### src/rtl/msg_framer_map.svh
// constants for the ascii serial message framer
// Functional notes
// - plain frames (error correction off, polled or not): '#', data, end characters; no sequence or check.
// - error-correcting frames carry one hex sequence digit after '#', even in own messages.
// - sequence advances only on a valid acknowledge; otherwise keep resending.
// - outgoing data field is at most 72 characters.
// - four hex check digits hold a 16-bit crc over characters after '#'.
// - outgoing data messages end in carriage return then line feed.
// - acknowledge with a different sequence digit causes a resend.
// - acknowledge timer starts on each send; value FF disables it.
// - acknowledge marks delivery, bumps sequence, advances the queue.
// - host code 01 requests command mode, plain or error-correcting.
// - polled mode: one buffered message sent per received 0x05.
// - responses to error-correcting commands echo the sequence digit of the last accepted command.
// - command repeating the previous sequence digit is not run; old answer resent.
// - command code two to four hex characters, data at most 20.
// - receive timer from '#'; expiry without end discards the partial message.
// - command with non-hex sequence digit is dropped silently.
// - parity bit of each character is part of the crc.
`ifndef MSG_FRAMER_MAP_SVH
`define MSG_FRAMER_MAP_SVH
`define SOM_CHAR      8'h23
`define POLL_CHAR     8'h05
`define CR_CHAR       8'h0D
`define LF_CHAR       8'h0A
`define ACK_CHAR      8'h40
`define NAK_CHAR      8'h3F
`define TMO_OFF       8'hFF
`define CMD_MODE_CODE 16'h3031
`define SEQ_STEP      4'h2
`define MAX_DATA      72
`define CMD_MIN_LEN   5'h02
`define CMD_MAX_LEN   5'h18
`define CRC_POLY      16'h1021
`define CRC_INIT      16'h0000
`define CLK_NS        100
`define ACK_TICK_US   10000
`define ACK_TICK_CYC  (`ACK_TICK_US * 1000 / `CLK_NS)
`define RX_TMO_US     100000
`define RX_TMO_CYC    (`RX_TMO_US * 1000 / `CLK_NS)
`endif

### src/rtl/msg_framer_pkg.sv
// types for the ascii serial message framer
package msg_framer_pkg;
    typedef enum logic [2:0] {
        F_IDLE = 3'h0, F_SOM = 3'h1, F_SEQ = 3'h3, F_DATA = 3'h2,
        F_CRC  = 3'h6, F_CR  = 3'h7, F_LF  = 3'h5, F_WAIT = 3'h4
    } tx_field_e;

    typedef struct packed {
        tx_field_e   field;
        logic        sending;
        logic [6:0]  idx;
        logic [6:0]  len;
        logic        resp;
        logic [7:0]  tx_char;
        logic [15:0] tx_crc;
        logic [3:0]  seq;
        logic [31:0] tick;
        logic [7:0]  ticks;
        logic [7:0]  credit;
        logic        rx_active;
        logic        rx_need_seq;
        logic [3:0]  rx_seq;
        logic        rx_bad_seq;
        logic [31:0] win;
        logic [2:0]  wcnt;
        logic [15:0] rx_crc;
        logic [4:0]  blen;
        logic [15:0] head;
        logic [31:0] rx_tmr;
        logic [3:0]  last_seq;
        logic        have_last;
        logic        msg_done;
        logic        cmd_char_valid;
        logic [7:0]  cmd_char;
        logic        cmd_done;
        logic        cmd_ok;
        logic        cmd_repeat;
        logic        cmd_mode_req;
    } state_s;
endpackage : msg_framer_pkg

### src/rtl/msg_framer.sv
// ascii serial message framer, acknowledge engine and command parser
`timescale 1ns/1ns
`default_nettype none
`include "msg_framer_map.svh"
module msg_framer #(
    parameter int unsigned MAX_DATA        = `MAX_DATA,
    parameter logic [15:0] CRC_POLY        = `CRC_POLY,
    parameter logic [15:0] CRC_INIT        = `CRC_INIT,
    parameter int unsigned ACK_TICK_CYCLES = `ACK_TICK_CYC,
    parameter int unsigned RX_TMO_CYCLES   = `RX_TMO_CYC
) (
    input  wire logic       i_clk,
    input  wire logic       i_rst,
    input  wire logic       i_ecp,
    input  wire logic       i_poll_mode,
    input  wire logic [7:0] i_ack_timeout,
    input  wire logic       i_msg_valid,
    input  wire logic       i_msg_resp,
    input  wire logic [6:0] i_msg_len,
    input  wire logic [7:0] i_msg_char,
    output logic [6:0]      o_msg_idx,
    output logic            o_msg_done,
    output logic            o_tx_valid,
    output logic [7:0]      o_tx_char,
    input  wire logic       i_tx_ready,
    input  wire logic       i_rx_valid,
    input  wire logic [7:0] i_rx_char,
    output logic            o_cmd_char_valid,
    output logic [7:0]      o_cmd_char,
    output logic            o_cmd_done,
    output logic            o_cmd_ok,
    output logic            o_cmd_repeat,
    output logic            o_cmd_mode_req,
    output logic            o_wait_ack
);
    // ==========================================================
    // elaboration checks
    if (MAX_DATA < 1 || MAX_DATA > 127) begin : g_bad_max
        $error("MAX_DATA must be 1..127");
    end
    if (ACK_TICK_CYCLES < 1 || RX_TMO_CYCLES < 1) begin : g_bad_tmo
        $error("timeout counts must be at least 1");
    end

    // ==========================================================
    // helpers
    function automatic logic [15:0] crc_byte(input logic [15:0] c, input logic [7:0] b);
        logic [15:0] x;
        x = c;
        for (int i = 7; i >= 0; i--) begin
            if (x[15] ^ b[i]) begin
                x = {x[14:0], 1'b0} ^ CRC_POLY;
            end else begin
                x = {x[14:0], 1'b0};
            end
        end
        return x;
    endfunction : crc_byte

    // {valid, value}
    function automatic logic [4:0] hex_val(input logic [7:0] ch);
        if (ch >= 8'h30 && ch <= 8'h39) begin
            return {1'b1, ch[3:0]};
        end else if (ch >= 8'h41 && ch <= 8'h46) begin
            return {1'b1, 4'(ch[3:0] + 4'h9)};
        end else begin
            return 5'h00;
        end
    endfunction : hex_val

    function automatic logic [7:0] hex_char(input logic [3:0] n);
        return (n < 4'hA) ? {4'h3, n} : {4'h4, 4'(n - 4'h9)};
    endfunction : hex_char

    // ==========================================================
    // state
    msg_framer_pkg::state_s r_reg;
    msg_framer_pkg::state_s r_next;
    logic        emit;
    logic [7:0]  ech;
    logic        finish;
    logic        crc_ok;
    logic        is_ack;
    logic        ack_ok;
    logic        ack_bad;
    logic        t_expire;
    logic [15:0] rx_got;
    logic [4:0]  h0;
    logic [4:0]  h1;
    logic [4:0]  h2;
    logic [4:0]  h3;
    logic [3:0]  nib;
    logic [4:0]  hv;

    always_comb begin
        r_next = r_reg;
        r_next.msg_done = 1'b0;
        r_next.cmd_char_valid = 1'b0;
        r_next.cmd_done = 1'b0;
        r_next.cmd_repeat = 1'b0;
        r_next.cmd_mode_req = 1'b0;
        emit = 1'b0;
        ech = 8'h00;
        finish = 1'b0;
        ack_ok = 1'b0;
        ack_bad = 1'b0;
        t_expire = 1'b0;
        nib = 4'h0;
        hv = hex_val(i_rx_char);
        // ======================================================
        // receive side
        // receive timer aborts stale frames
        if (r_reg.rx_active) begin
            r_next.rx_tmr = r_reg.rx_tmr + 32'h1;
            if (r_reg.rx_tmr == RX_TMO_CYCLES - 1) begin
                r_next.rx_active = 1'b0;
            end
        end
        if (i_rx_valid) begin
            if (i_poll_mode && !r_reg.rx_active && i_rx_char == `POLL_CHAR) begin
                if (r_reg.credit != 8'hFF) begin
                    r_next.credit = r_reg.credit + 8'h01;
                end
            end else if (i_rx_char == `SOM_CHAR) begin
                r_next.rx_active = 1'b1;
                r_next.rx_need_seq = i_ecp;
                r_next.rx_bad_seq = 1'b0;
                r_next.rx_tmr = 32'h0;
                r_next.wcnt = 3'h0;
                r_next.blen = 5'h00;
                r_next.head = 16'h0000;
                r_next.rx_crc = CRC_INIT;
            end else if (r_reg.rx_active && i_rx_char == `CR_CHAR) begin
                r_next.rx_active = 1'b0;
                finish = 1'b1;
            end else if (r_reg.rx_active && r_reg.rx_need_seq) begin
                r_next.rx_seq = hv[3:0];
                r_next.rx_bad_seq = !hv[4];
                r_next.rx_need_seq = 1'b0;
                r_next.rx_crc = crc_byte(r_reg.rx_crc, i_rx_char);
            end else if (r_reg.rx_active) begin
                if (i_ecp) begin
                    // last four characters may be the check field
                    r_next.win = {r_reg.win[23:0], i_rx_char};
                    if (r_reg.wcnt == 3'h4) begin
                        emit = 1'b1;
                        ech = r_reg.win[31:24];
                    end else begin
                        r_next.wcnt = r_reg.wcnt + 3'h1;
                    end
                end else begin
                    emit = 1'b1;
                    ech = i_rx_char;
                end
            end
        end
        if (emit) begin
            r_next.rx_crc = crc_byte(r_reg.rx_crc, ech);
            r_next.cmd_char_valid = 1'b1;
            r_next.cmd_char = ech;
            if (r_reg.blen != 5'h1F) begin
                r_next.blen = r_reg.blen + 5'h01;
            end
            if (r_reg.blen == 5'h00) begin
                r_next.head[15:8] = ech;
            end else if (r_reg.blen == 5'h01) begin
                r_next.head[7:0] = ech;
            end
        end
        h0 = hex_val(r_reg.win[31:24]);
        h1 = hex_val(r_reg.win[23:16]);
        h2 = hex_val(r_reg.win[15:8]);
        h3 = hex_val(r_reg.win[7:0]);
        rx_got = {h0[3:0], h1[3:0], h2[3:0], h3[3:0]};
        crc_ok = !i_ecp || (r_reg.wcnt == 3'h4 && h0[4] && h1[4] && h2[4] && h3[4]
                 && rx_got == r_reg.rx_crc);
        is_ack = i_ecp && r_reg.blen == 5'h01
                 && (r_reg.head[15:8] == `ACK_CHAR || r_reg.head[15:8] == `NAK_CHAR);
        if (finish) begin
            if (is_ack) begin
                if (r_reg.field == msg_framer_pkg::F_WAIT) begin
                    // wrong or illegal sequence, bad crc or nak resend
                    if (crc_ok && !r_reg.rx_bad_seq && !r_reg.rx_need_seq
                        && r_reg.rx_seq == r_reg.seq && r_reg.head[15:8] == `ACK_CHAR) begin
                        ack_ok = 1'b1;
                    end else begin
                        ack_bad = 1'b1;
                    end
                end
            end else if (i_ecp && (r_reg.rx_bad_seq || r_reg.rx_need_seq)) begin
                r_next.cmd_done = 1'b0;
            end else if (i_ecp && crc_ok && r_reg.have_last && r_reg.rx_seq == r_reg.last_seq) begin
                r_next.cmd_repeat = 1'b1;
            end else begin
                r_next.cmd_done = 1'b1;
                r_next.cmd_ok = crc_ok && r_reg.blen >= `CMD_MIN_LEN
                                && r_reg.blen <= `CMD_MAX_LEN;
                if (r_next.cmd_ok && i_ecp) begin
                    r_next.last_seq = r_reg.rx_seq;
                    r_next.have_last = 1'b1;
                end
                r_next.cmd_mode_req = r_next.cmd_ok && r_reg.blen == 5'h02
                                      && r_reg.head == `CMD_MODE_CODE;
            end
        end
        // ======================================================
        // transmit side
        unique case (r_reg.field)
            msg_framer_pkg::F_IDLE: begin
                if (i_msg_valid && (i_msg_resp || !i_poll_mode || r_next.credit != 8'h00)) begin
                    r_next.field = msg_framer_pkg::F_SOM;
                    r_next.sending = 1'b0;
                    r_next.resp = i_msg_resp;
                    r_next.len = (i_msg_len > 7'(MAX_DATA)) ? 7'(MAX_DATA) : i_msg_len;
                    if (i_poll_mode && !i_msg_resp) begin
                        r_next.credit = r_next.credit - 8'h01;
                    end
                end
            end
            msg_framer_pkg::F_WAIT: begin
                if (i_ack_timeout != `TMO_OFF) begin
                    r_next.tick = r_reg.tick + 32'h1;
                    if (r_reg.tick == ACK_TICK_CYCLES - 1) begin
                        r_next.tick = 32'h0;
                        r_next.ticks = r_reg.ticks + 8'h01;
                        t_expire = (r_reg.ticks + 8'h01) >= i_ack_timeout;
                    end
                end
                if (ack_ok) begin
                    r_next.msg_done = 1'b1;
                    r_next.seq = r_reg.seq + `SEQ_STEP;
                    r_next.field = msg_framer_pkg::F_IDLE;
                end else if (ack_bad || t_expire) begin
                    r_next.field = msg_framer_pkg::F_SOM;
                    r_next.sending = 1'b0;
                end
            end
            default: begin
                if (!r_reg.sending) begin
                    r_next.sending = 1'b1;
                    unique case (r_reg.field)
                        msg_framer_pkg::F_SOM: begin
                            r_next.tx_char = `SOM_CHAR;
                            r_next.tx_crc = CRC_INIT;
                            r_next.idx = 7'h00;
                        end
                        msg_framer_pkg::F_SEQ: begin
                            // even own digit, or command echo
                            r_next.tx_char = hex_char(r_reg.resp ? r_reg.last_seq : r_reg.seq);
                            r_next.tx_crc = crc_byte(r_reg.tx_crc, r_next.tx_char);
                        end
                        msg_framer_pkg::F_DATA: begin
                            r_next.tx_char = i_msg_char;
                            r_next.tx_crc = crc_byte(r_reg.tx_crc, i_msg_char);
                        end
                        msg_framer_pkg::F_CRC: begin
                            nib = 4'(r_reg.tx_crc >> {r_reg.idx[1:0] ^ 2'h3, 2'h0});
                            r_next.tx_char = hex_char(nib);
                        end
                        msg_framer_pkg::F_CR: r_next.tx_char = `CR_CHAR;
                        default: r_next.tx_char = `LF_CHAR;
                    endcase
                end else if (i_tx_ready) begin
                    r_next.sending = 1'b0;
                    unique case (r_reg.field)
                        msg_framer_pkg::F_SOM, msg_framer_pkg::F_SEQ: begin
                            // plain frames skip sequence and check
                            if (i_ecp && r_reg.field == msg_framer_pkg::F_SOM) begin
                                r_next.field = msg_framer_pkg::F_SEQ;
                            end else if (r_reg.len != 7'h00) begin
                                r_next.field = msg_framer_pkg::F_DATA;
                            end else begin
                                r_next.field = i_ecp ? msg_framer_pkg::F_CRC
                                                     : msg_framer_pkg::F_CR;
                            end
                        end
                        msg_framer_pkg::F_DATA: begin
                            r_next.idx = r_reg.idx + 7'h01;
                            if (r_reg.idx + 7'h01 == r_reg.len) begin
                                r_next.idx = 7'h00;
                                r_next.field = i_ecp ? msg_framer_pkg::F_CRC
                                                     : msg_framer_pkg::F_CR;
                            end
                        end
                        msg_framer_pkg::F_CRC: begin
                            r_next.idx = r_reg.idx + 7'h01;
                            if (r_reg.idx == 7'h03) begin
                                r_next.idx = 7'h00;
                                r_next.field = msg_framer_pkg::F_CR;
                            end
                        end
                        msg_framer_pkg::F_CR: r_next.field = msg_framer_pkg::F_LF;
                        default: begin
                            if (i_ecp && !r_reg.resp) begin
                                r_next.field = msg_framer_pkg::F_WAIT;
                                r_next.tick = 32'h0;
                                r_next.ticks = 8'h00;
                            end else begin
                                r_next.field = msg_framer_pkg::F_IDLE;
                                r_next.msg_done = 1'b1;
                            end
                        end
                    endcase
                end
            end
        endcase
    end

    always_ff @(posedge i_clk) begin
        if (i_rst) begin
            r_reg <= '0;
        end else begin
            r_reg <= r_next;
        end
    end

    assign o_msg_idx        = r_reg.idx;
    assign o_msg_done       = r_reg.msg_done;
    assign o_tx_valid       = r_reg.sending;
    assign o_tx_char        = r_reg.tx_char;
    assign o_cmd_char_valid = r_reg.cmd_char_valid;
    assign o_cmd_char       = r_reg.cmd_char;
    assign o_cmd_done       = r_reg.cmd_done;
    assign o_cmd_ok         = r_reg.cmd_ok;
    assign o_cmd_repeat     = r_reg.cmd_repeat;
    assign o_cmd_mode_req   = r_reg.cmd_mode_req;
    assign o_wait_ack       = r_reg.field == msg_framer_pkg::F_WAIT;
endmodule : msg_framer
`default_nettype wire

### config.mk
export PLATFORM = sky130hd
export DESIGN_NAME = msg_framer
export DESIGN_NICKNAME = d
export VERILOG_FILES = /design/src/rtl/msg_framer_pkg.sv /design/src/rtl/msg_framer.sv
export VERILOG_INCLUDE_DIRS = /design/src /design/src/rtl
export SDC_FILE = /design/constraint.sdc
export NUM_CORES = 1
export LEC_CHECK = 0
export ABC_CLOCK_PERIOD_IN_PS = 3300
export BUFFER_PORTS_ARGS = -buffer_cell sky130_fd_sc_hd__buf_2
export CORE_MARGIN = 2
export CORE_UTILIZATION = 26
export CTS_CLUSTER_DIAMETER = 80
export CTS_CLUSTER_SIZE = 14
export DETAILED_ROUTE_END_ITERATION = 10
export PLACE_DENSITY = 0.43
export SYNTH_ARGS = -nofsm -noshare
export SYNTH_HDL_FRONTEND = slang
export SYNTH_SLANG_ARGS = --single-unit
### constraint.sdc
create_clock -name i_clk -period 3.3 [get_ports i_clk]
set_input_delay 0.495 -clock i_clk [delete_from_list [all_inputs] [get_ports i_clk]]
set_output_delay 0.495 -clock i_clk [all_outputs]
set_load 0.005 [all_outputs]
# Yosys cells after proc, flatten, opt, wreduce, memory -nomap -nowiden
# Index checks and enable logic that the tools add are counted.
[totals]
word_cells = 504
regBits = 225
[classes]
shift = 1
addsub = 16
eq_ne = 41
reduce_logical = 89
muxes = 227
n_lt_le_gt_ge = 26
bitwise_logic = 74
[op_table]
columns = ["op", "count"]
rows = [
  ["16-bit 2-to-1 mux", 85],
  ["13-bit 2-to-1 mux", 32],
  ["40-bit 2-to-1 mux", 6],
  ["8-bit 2-to-1 mux", 17],
  ["119-bit 2-to-1 mux", 1],
  ["111-bit 2-to-1 mux", 1],
  ["35-bit 2-to-1 mux", 3],
  ["3-bit inverter", 30],
  ["40-bit case mux with 2 select lines", 1],
  ["32-bit by 1-bit adder with 32-bit output (second input constant)", 2],
  ["32-bit 2-to-1 mux", 2],
  ["57-bit 2-to-1 mux", 1],
  ["5-bit 2-to-1 mux", 11],
  ["53-bit 2-to-1 mux", 1],
  ["16-bit case mux with 3 select lines", 1],
  ["7-bit 2-to-1 mux", 6],
  ["8-bit by 6-bit >= comparator with 1-bit output (second input constant)", 5],
  ["8-bit by 7-bit >= comparator with 1-bit output (second input constant)", 5],
  ["8-bit by 6-bit <= comparator with 1-bit output (second input constant)", 5],
  ["8-bit by 7-bit <= comparator with 1-bit output (second input constant)", 5],
  ["8-bit case mux with 5 select lines", 1],
  ["1-bit logical AND", 38],
  ["37-bit 2-to-1 mux", 1],
  ["1-bit 2-to-1 mux", 35],
  ["other kinds (69)", 179],
]

# Logic depth before layout (Yosys ltp)
[logic_depth]
word_depth = 61
mapped_depth = 15
ltp_nobuf = 14

# Least setup slack after synthesis
# Ideal clock, no wire load.
[synth_path]
kind = "input -> register"
start = "input i_rx_char[5]"
end = "register r_reg[135] (netlist bit)"
arrival_ns = 3.515
stages = 12
path_slack_ns = -0.279
path_cell_list = "clkbuf_1 nor4b_2 nand4_1 nor2_1 mux2i_1 ha_1 and4_1 a21oi_1 nor3_1 or4_1 or3_1 nand4_1"
[synth_via]
elab_chain_cells = 9
[synth_lines]
columns = ["item", "line", "text"]
rows = [
  ["from (decl)", "msg_framer.sv:27", "input wire logic [7:0] i_rx_char,"],
  ["8-bit by 3-bit == test with 1-bit output (no line) *", "--", ""],
  ["1-bit logical AND (no line) *", "--", ""],
  ["8-bit 2-to-1 mux *", "msg_framer.sv:120", "if (i_poll_mode && !r_reg.rx_active && i_rx_char == `POLL_CHAR) begin"],
  ["119-bit 2-to-1 mux *", "msg_framer.sv:119", "if (i_rx_valid) begin"],
  ["branches (longest 4 deep; another with 8-bit by 1-bit subtractor with 8-bit output)", "--", ""],
  ["8-bit 2-to-1 mux *", "msg_framer.sv:208", "unique case (r_reg.field)"],
  ["to (signal assigned)", "msg_framer.sv:313", "r_reg <= r_next;"],
  ["to (decl)", "msg_framer.sv:77", "msg_framer_pkg::state_s r_reg;"],
]
# Every way passes the cells marked *. The select of a mux whose other input is x is not followed.
# A chain may end at the register's enable or synchronous reset.

# Worst setup path in the final report
[layout_path]
start = "register r_reg[95] (netlist bit)"
end = "register r_reg (netlist bit o_cmd_mode_req)"
[layout_via]
elab_chain_cells = 11
[layout_lines]
columns = ["item", "line", "text"]
rows = [
  ["8-bit by 7-bit >= comparator with 1-bit output / 8-bit by 7-bit <= comparator with 1-bit output (equally long branches)", "msg_framer.sv:64", "end else if (ch >= 8'h41 && ch <= 8'h46) begin"],
  ["1-bit logical AND", "msg_framer.sv:64", ""],
  ["5-bit 2-to-1 mux", "msg_framer.sv:64", ""],
  ["5-bit 2-to-1 mux *", "msg_framer.sv:62", "if (ch >= 8'h30 && ch <= 8'h39) begin"],
  ["16-bit == test / 1-bit logical AND (equally long branches)", "msg_framer.sv:176, msg_framer.sv:175", ""],
  ["1-bit logical AND *", "msg_framer.sv:176", "&& rx_got == r_reg.rx_crc);"],
  ["1-bit logical OR *", "msg_framer.sv:175", "crc_ok = !i_ecp || (r_reg.wcnt == 3'h4 && h0[4] && h1[4] && h2[4] && h3[4]"],
  ["1-bit logical AND, on equally long branches (2 in a row)", "--", ""],
  ["1-bit logical AND, on equally long branches", "msg_framer.sv:192, msg_framer.sv:202", ""],
  ["5-bit OR reduction (no line) / 1-bit logical AND (equally long branches)", "--", ""],
]
# Every way passes the cells marked *; elsewhere a longest branch is shown, timed or not.

==> results by stage <==
Status:
- The run finished with clean final reports.

Final layout:
- The number of nets in the final layout is 1835.
- The filler cells instantiated in the layout total 5532.
- The diode insertion count for antenna repair is 0.
- In the layout the commonest cells are nor2_1 (262), dfxtp_1 (224), nand2_1 (114), a21oi_1 (99), buf_4 (96).
- The share of cells above drive strength 1 is 13.6%.
- The register with the most flip-flops in the layout has 194 of them.
- Compared with the post-synthesis result, the final layout area differs by 17.2%.
- Leaving out fill and tap cells, the most frequent cell in the layout is nor2_1.

Clock network:
- The clock latency on the worst-skew pair is 0.55 ns.
- Buffers inserted during clock tree synthesis total 23.
- The clock passes through at most 3 buffers.
- The clock tree from TritonCTS is built.
- The post-CTS repair timing setup buffer count is 0.
- The number of H-tree branching levels is 1.
- Buffers inserted to repair hold after CTS numbered 0.
- The clock edge transition at the registers on the reported setup and hold paths is 0.07 ns.
- Counting every sink on the clock net gives 224.
- The tree is rooted in a clkbuf_16.

Route:
- Before antenna repair, the detailed router went through 5 iterations.
- The wire length per cell after detailed routing is 16.4 µm.
- After the first detailed-routing iteration, the DRC count stood at 680.
- Once detail routing completed, the nets flagged for antenna violations numbered 0.
- The number of design rule violations left after detail routing is 0.
- The routed design has 39900 µm of wire.
- The routed via count divided by cell count is 4.91.
- The total via count in the routed design is 11997.

Global routing:
- For this run, the total global-route usage over all layers was measured as 14.7%.
- The via count of the first global-routing pass came to 11839.
- The met1 usage in global routing is 19.4%.
- The number of antenna violations at the first check in global routing is 0.
- For this run, global-route usage on met2 was measured as 24.6%.
- Entering global routing, the biggest net connects 47 pins.
- The first global-routing pass estimated 64100 µm of wire.
- The busiest layer in global routing is met2.
- After global routing the overflow that remains totals 0.
- For met3 alone, demand over resource in global routing was 2.04%.

Setup path:
- The critical path is of the flip-flop to flip-flop type.
- The startpoint identified for the worst register-to-register timing path is r_reg[95].
- The worst setup path is captured at a flip-flop.
- The depth of the worst register-to-register path is 8.
- The maximum fanout along the worst path is 4.
- STA classifies the critical path startpoint as a flip-flop.
- The launching instance or port of the critical path is r_reg[95].
- The critical path data required time is 3.73 ns.
- The data arrival time of the worst path is 3.58 ns.

Yosys:
- Counting flops with an async set or reset pin after synthesis yields a share of 0%.
- The mean cell area of the mapped netlist is 8.03 µm².
- The netlist area before placement is 13400 µm².
- Of the total synthesized cell area, the portion taken by AND, OR, NAND and NOR gates is 26.5%.
- The count of warnings emitted by yosys is 0.
- The netlist uses 82 different library cells.
- The portion of synthesized area spent on multiplexers is 4.12%.
- The adder-cell share of the synthesized area is 4.01%.
- After synthesis, the largest family of logic cells by area is simple AND/OR/NAND/NOR gates.
- Summing the areas of all compound-gate instances in the mapped netlist gives 14.8% of the synthesized area.
- The sequential share of the synthesized area is 33.4%.
- After synthesis the netlist holds a flip-flop and latch count of 224.
- The fraction of synthesized cell area in xor and xnor cells is 12.1%.
- The instance count of the mapped netlist is 1670.
- The main flop type after synthesis is dfxtp_1.
- The total nets after synthesis is 1752.
- Counting flops with a built-in enable in the synthesized netlist gives 0.

Place:
- Routability-driven placement finished with a final weighted congestion of 0.836.
- The count of input and output buffers is 69.
- Once detailed placement completed, the half-perimeter wirelength came to 29200 µm.

Floorplanning:
- The overall die width is 231 µm.
- The floorplan step defined a die boundary enclosing 53400 µm².
- The initial core utilization is 26.2%.
- The number of rows created at floorplan is 83.
- The overall die height is 231 µm.
- The core box area is 51200 µm².
- The boundary pin count is 70.

Timing:
- The number of pins with negative max-slew slack in the final report is 0.
- The final setup violation count is 0.
- Of the available clock period, the critical path in the final layout requires 95.5%.
- After routing, the total negative slack on setup checks comes to 0 ns.
- Setup repair after global routing left no endpoint under its margin.
- The final period demand of the worst path is 3.15 ns.
- The post-route worst hold slack is 0.250 ns.
- Headroom to the max-slew limit came out at 46.0%.
- For the pin with the worst max-slew slack, the measured transition is 0.802 ns.
- The worst clock skew on the final layout is 0.0146 ns.
- The final count of hold timing violations is 0.
- For this run, the top clock speed supported by timing is 317 MHz.

Power:
- The power density over the cells is 504 nW/µm².
- The worst-case IR drop observed on VDD is 323 µV.
- Summed over all cells, the static leakage comes to 6.03 nW.

Job:
- The max-cap violation count is 0.

Worst hold path:
- The worst hold path begins at i_msg_len[6].
- The min-delay analysis places its worst path in the category input pin to flip-flop.
- The count of cells along the worst hold path is 3.
-- through the flow --
step / total power [mW] / util (%) / setup WS (ns) / area (µm²) / cells
after global placement: 5.21 / 29.1 / -0.246 / 14900 / 2408
after detailed placement: 5.22 / 29.1 / -0.258 / 14900 / 2408
after floorplan: 4.59 / - / -0.0269 / 13400 / 1670
after CTS: 8.04 / 30.6 / 0.0397 / 15600 / 2443
after global routing: 8.37 / 30.7 / 0.00172 / 15700 / 2443
final: 7.92 / 30.7 / 0.147 / 15700 / 2443
-- synth_stat cells, drive strengths merged, types with 5 or more instances --
cell type / n / share of area, %
or4: 7 / 0.39
nor4b: 13 / 0.94
o22ai: 6 / 0.28
a22oi: 13 / 0.73
buf: 26 / 1.4
nor3b: 12 / 0.67
nor2: 263 / 7.4
a211o: 6 / 0.39
nand3: 56 / 2.1
nor3: 47 / 1.8
o221ai: 7 / 0.46
and4: 12 / 0.78
o21bai: 5 / 0.28
nor4: 26 / 1.4
a31oi: 29 / 1.4
clkbuf: 82 / 2.3
a21o: 5 / 0.28
and3: 27 / 1.3
a21oi: 101 / 3.8
nand4: 32 / 1.5
or3: 18 / 0.84
o21ai: 59 / 2.2
dfxtp: 224 / 33
ha: 43 / 4.0
xnor2: 87 / 5.7
a221oi: 12 / 0.78
o211ai: 7 / 0.39
or4b: 5 / 0.40
mux2i: 44 / 3.3
nand2: 115 / 3.2
and2: 19 / 0.89
nand2b: 16 / 0.75
nor2b: 17 / 0.79
inv: 48 / 1.3
o31ai: 5 / 0.28
a211oi: 15 / 0.84
o21a: 5 / 0.28
xor2: 93 / 6.1
-- area by class of cell --
class                      instances  area, µm²  area share, %
timing repair buffer             166       1100           7.01
inverter                          48        180           1.15
clock inverter                    11        155          0.987
clock buffer                      24        589           3.75
sequential                       224       4480           28.5
multi-input combinational       1290       8360           53.2
tap                              680        851           5.41
-- routing by layer --
metal / part of all wire, % / wire length [µm]
met1: 47 / 18800
met2: 46 / 18400
met3: 3.8 / 1500
met4: 3.3 / 1310
met5: 0 / 0
-- repair_timing --
item | 4_1_cts | 5_1_grt
pin swaps | 0 | 2
setup endpoints to repair | 1 | 16
gates resized for setup | 1 | 13
-- cells by family after synthesis --
group | Yosys count
fa+ha+maj | 43
simple gates | 706
buf+inv | 156
compound gates | 309
flops | 224
xor+xnor | 182
mux | 50
-- report_power, final --
part	total (mW)	switching, mW	internal [mW]
logic	2.10	1.22	0.881
registers	3.06	0.199	2.87
clock network	2.75	1.22	1.53
-- path summary, 6_finish.rpt --
kind	endpoint	slack, ns
setup / recovery	o_cmd_mode_req	0.15
hold / removal	r_reg[213]	0.25
setup reg to reg	o_cmd_mode_req	0.15
hold reg to reg	o_tx_char[7]	0.45
-- critical path: stages (launching register included) --
cell and delay, ns:
dfxtp_1 0.34, or4b_4 0.59, nor4_4 0.32, a21oi_1 0.13, or3b_4 0.42, a2111oi_4 0.39
and4_2 0.40, mux2i_2 0.35, nor4_2 0.09
Note: power is estimated with default switching activity, not from simulation.
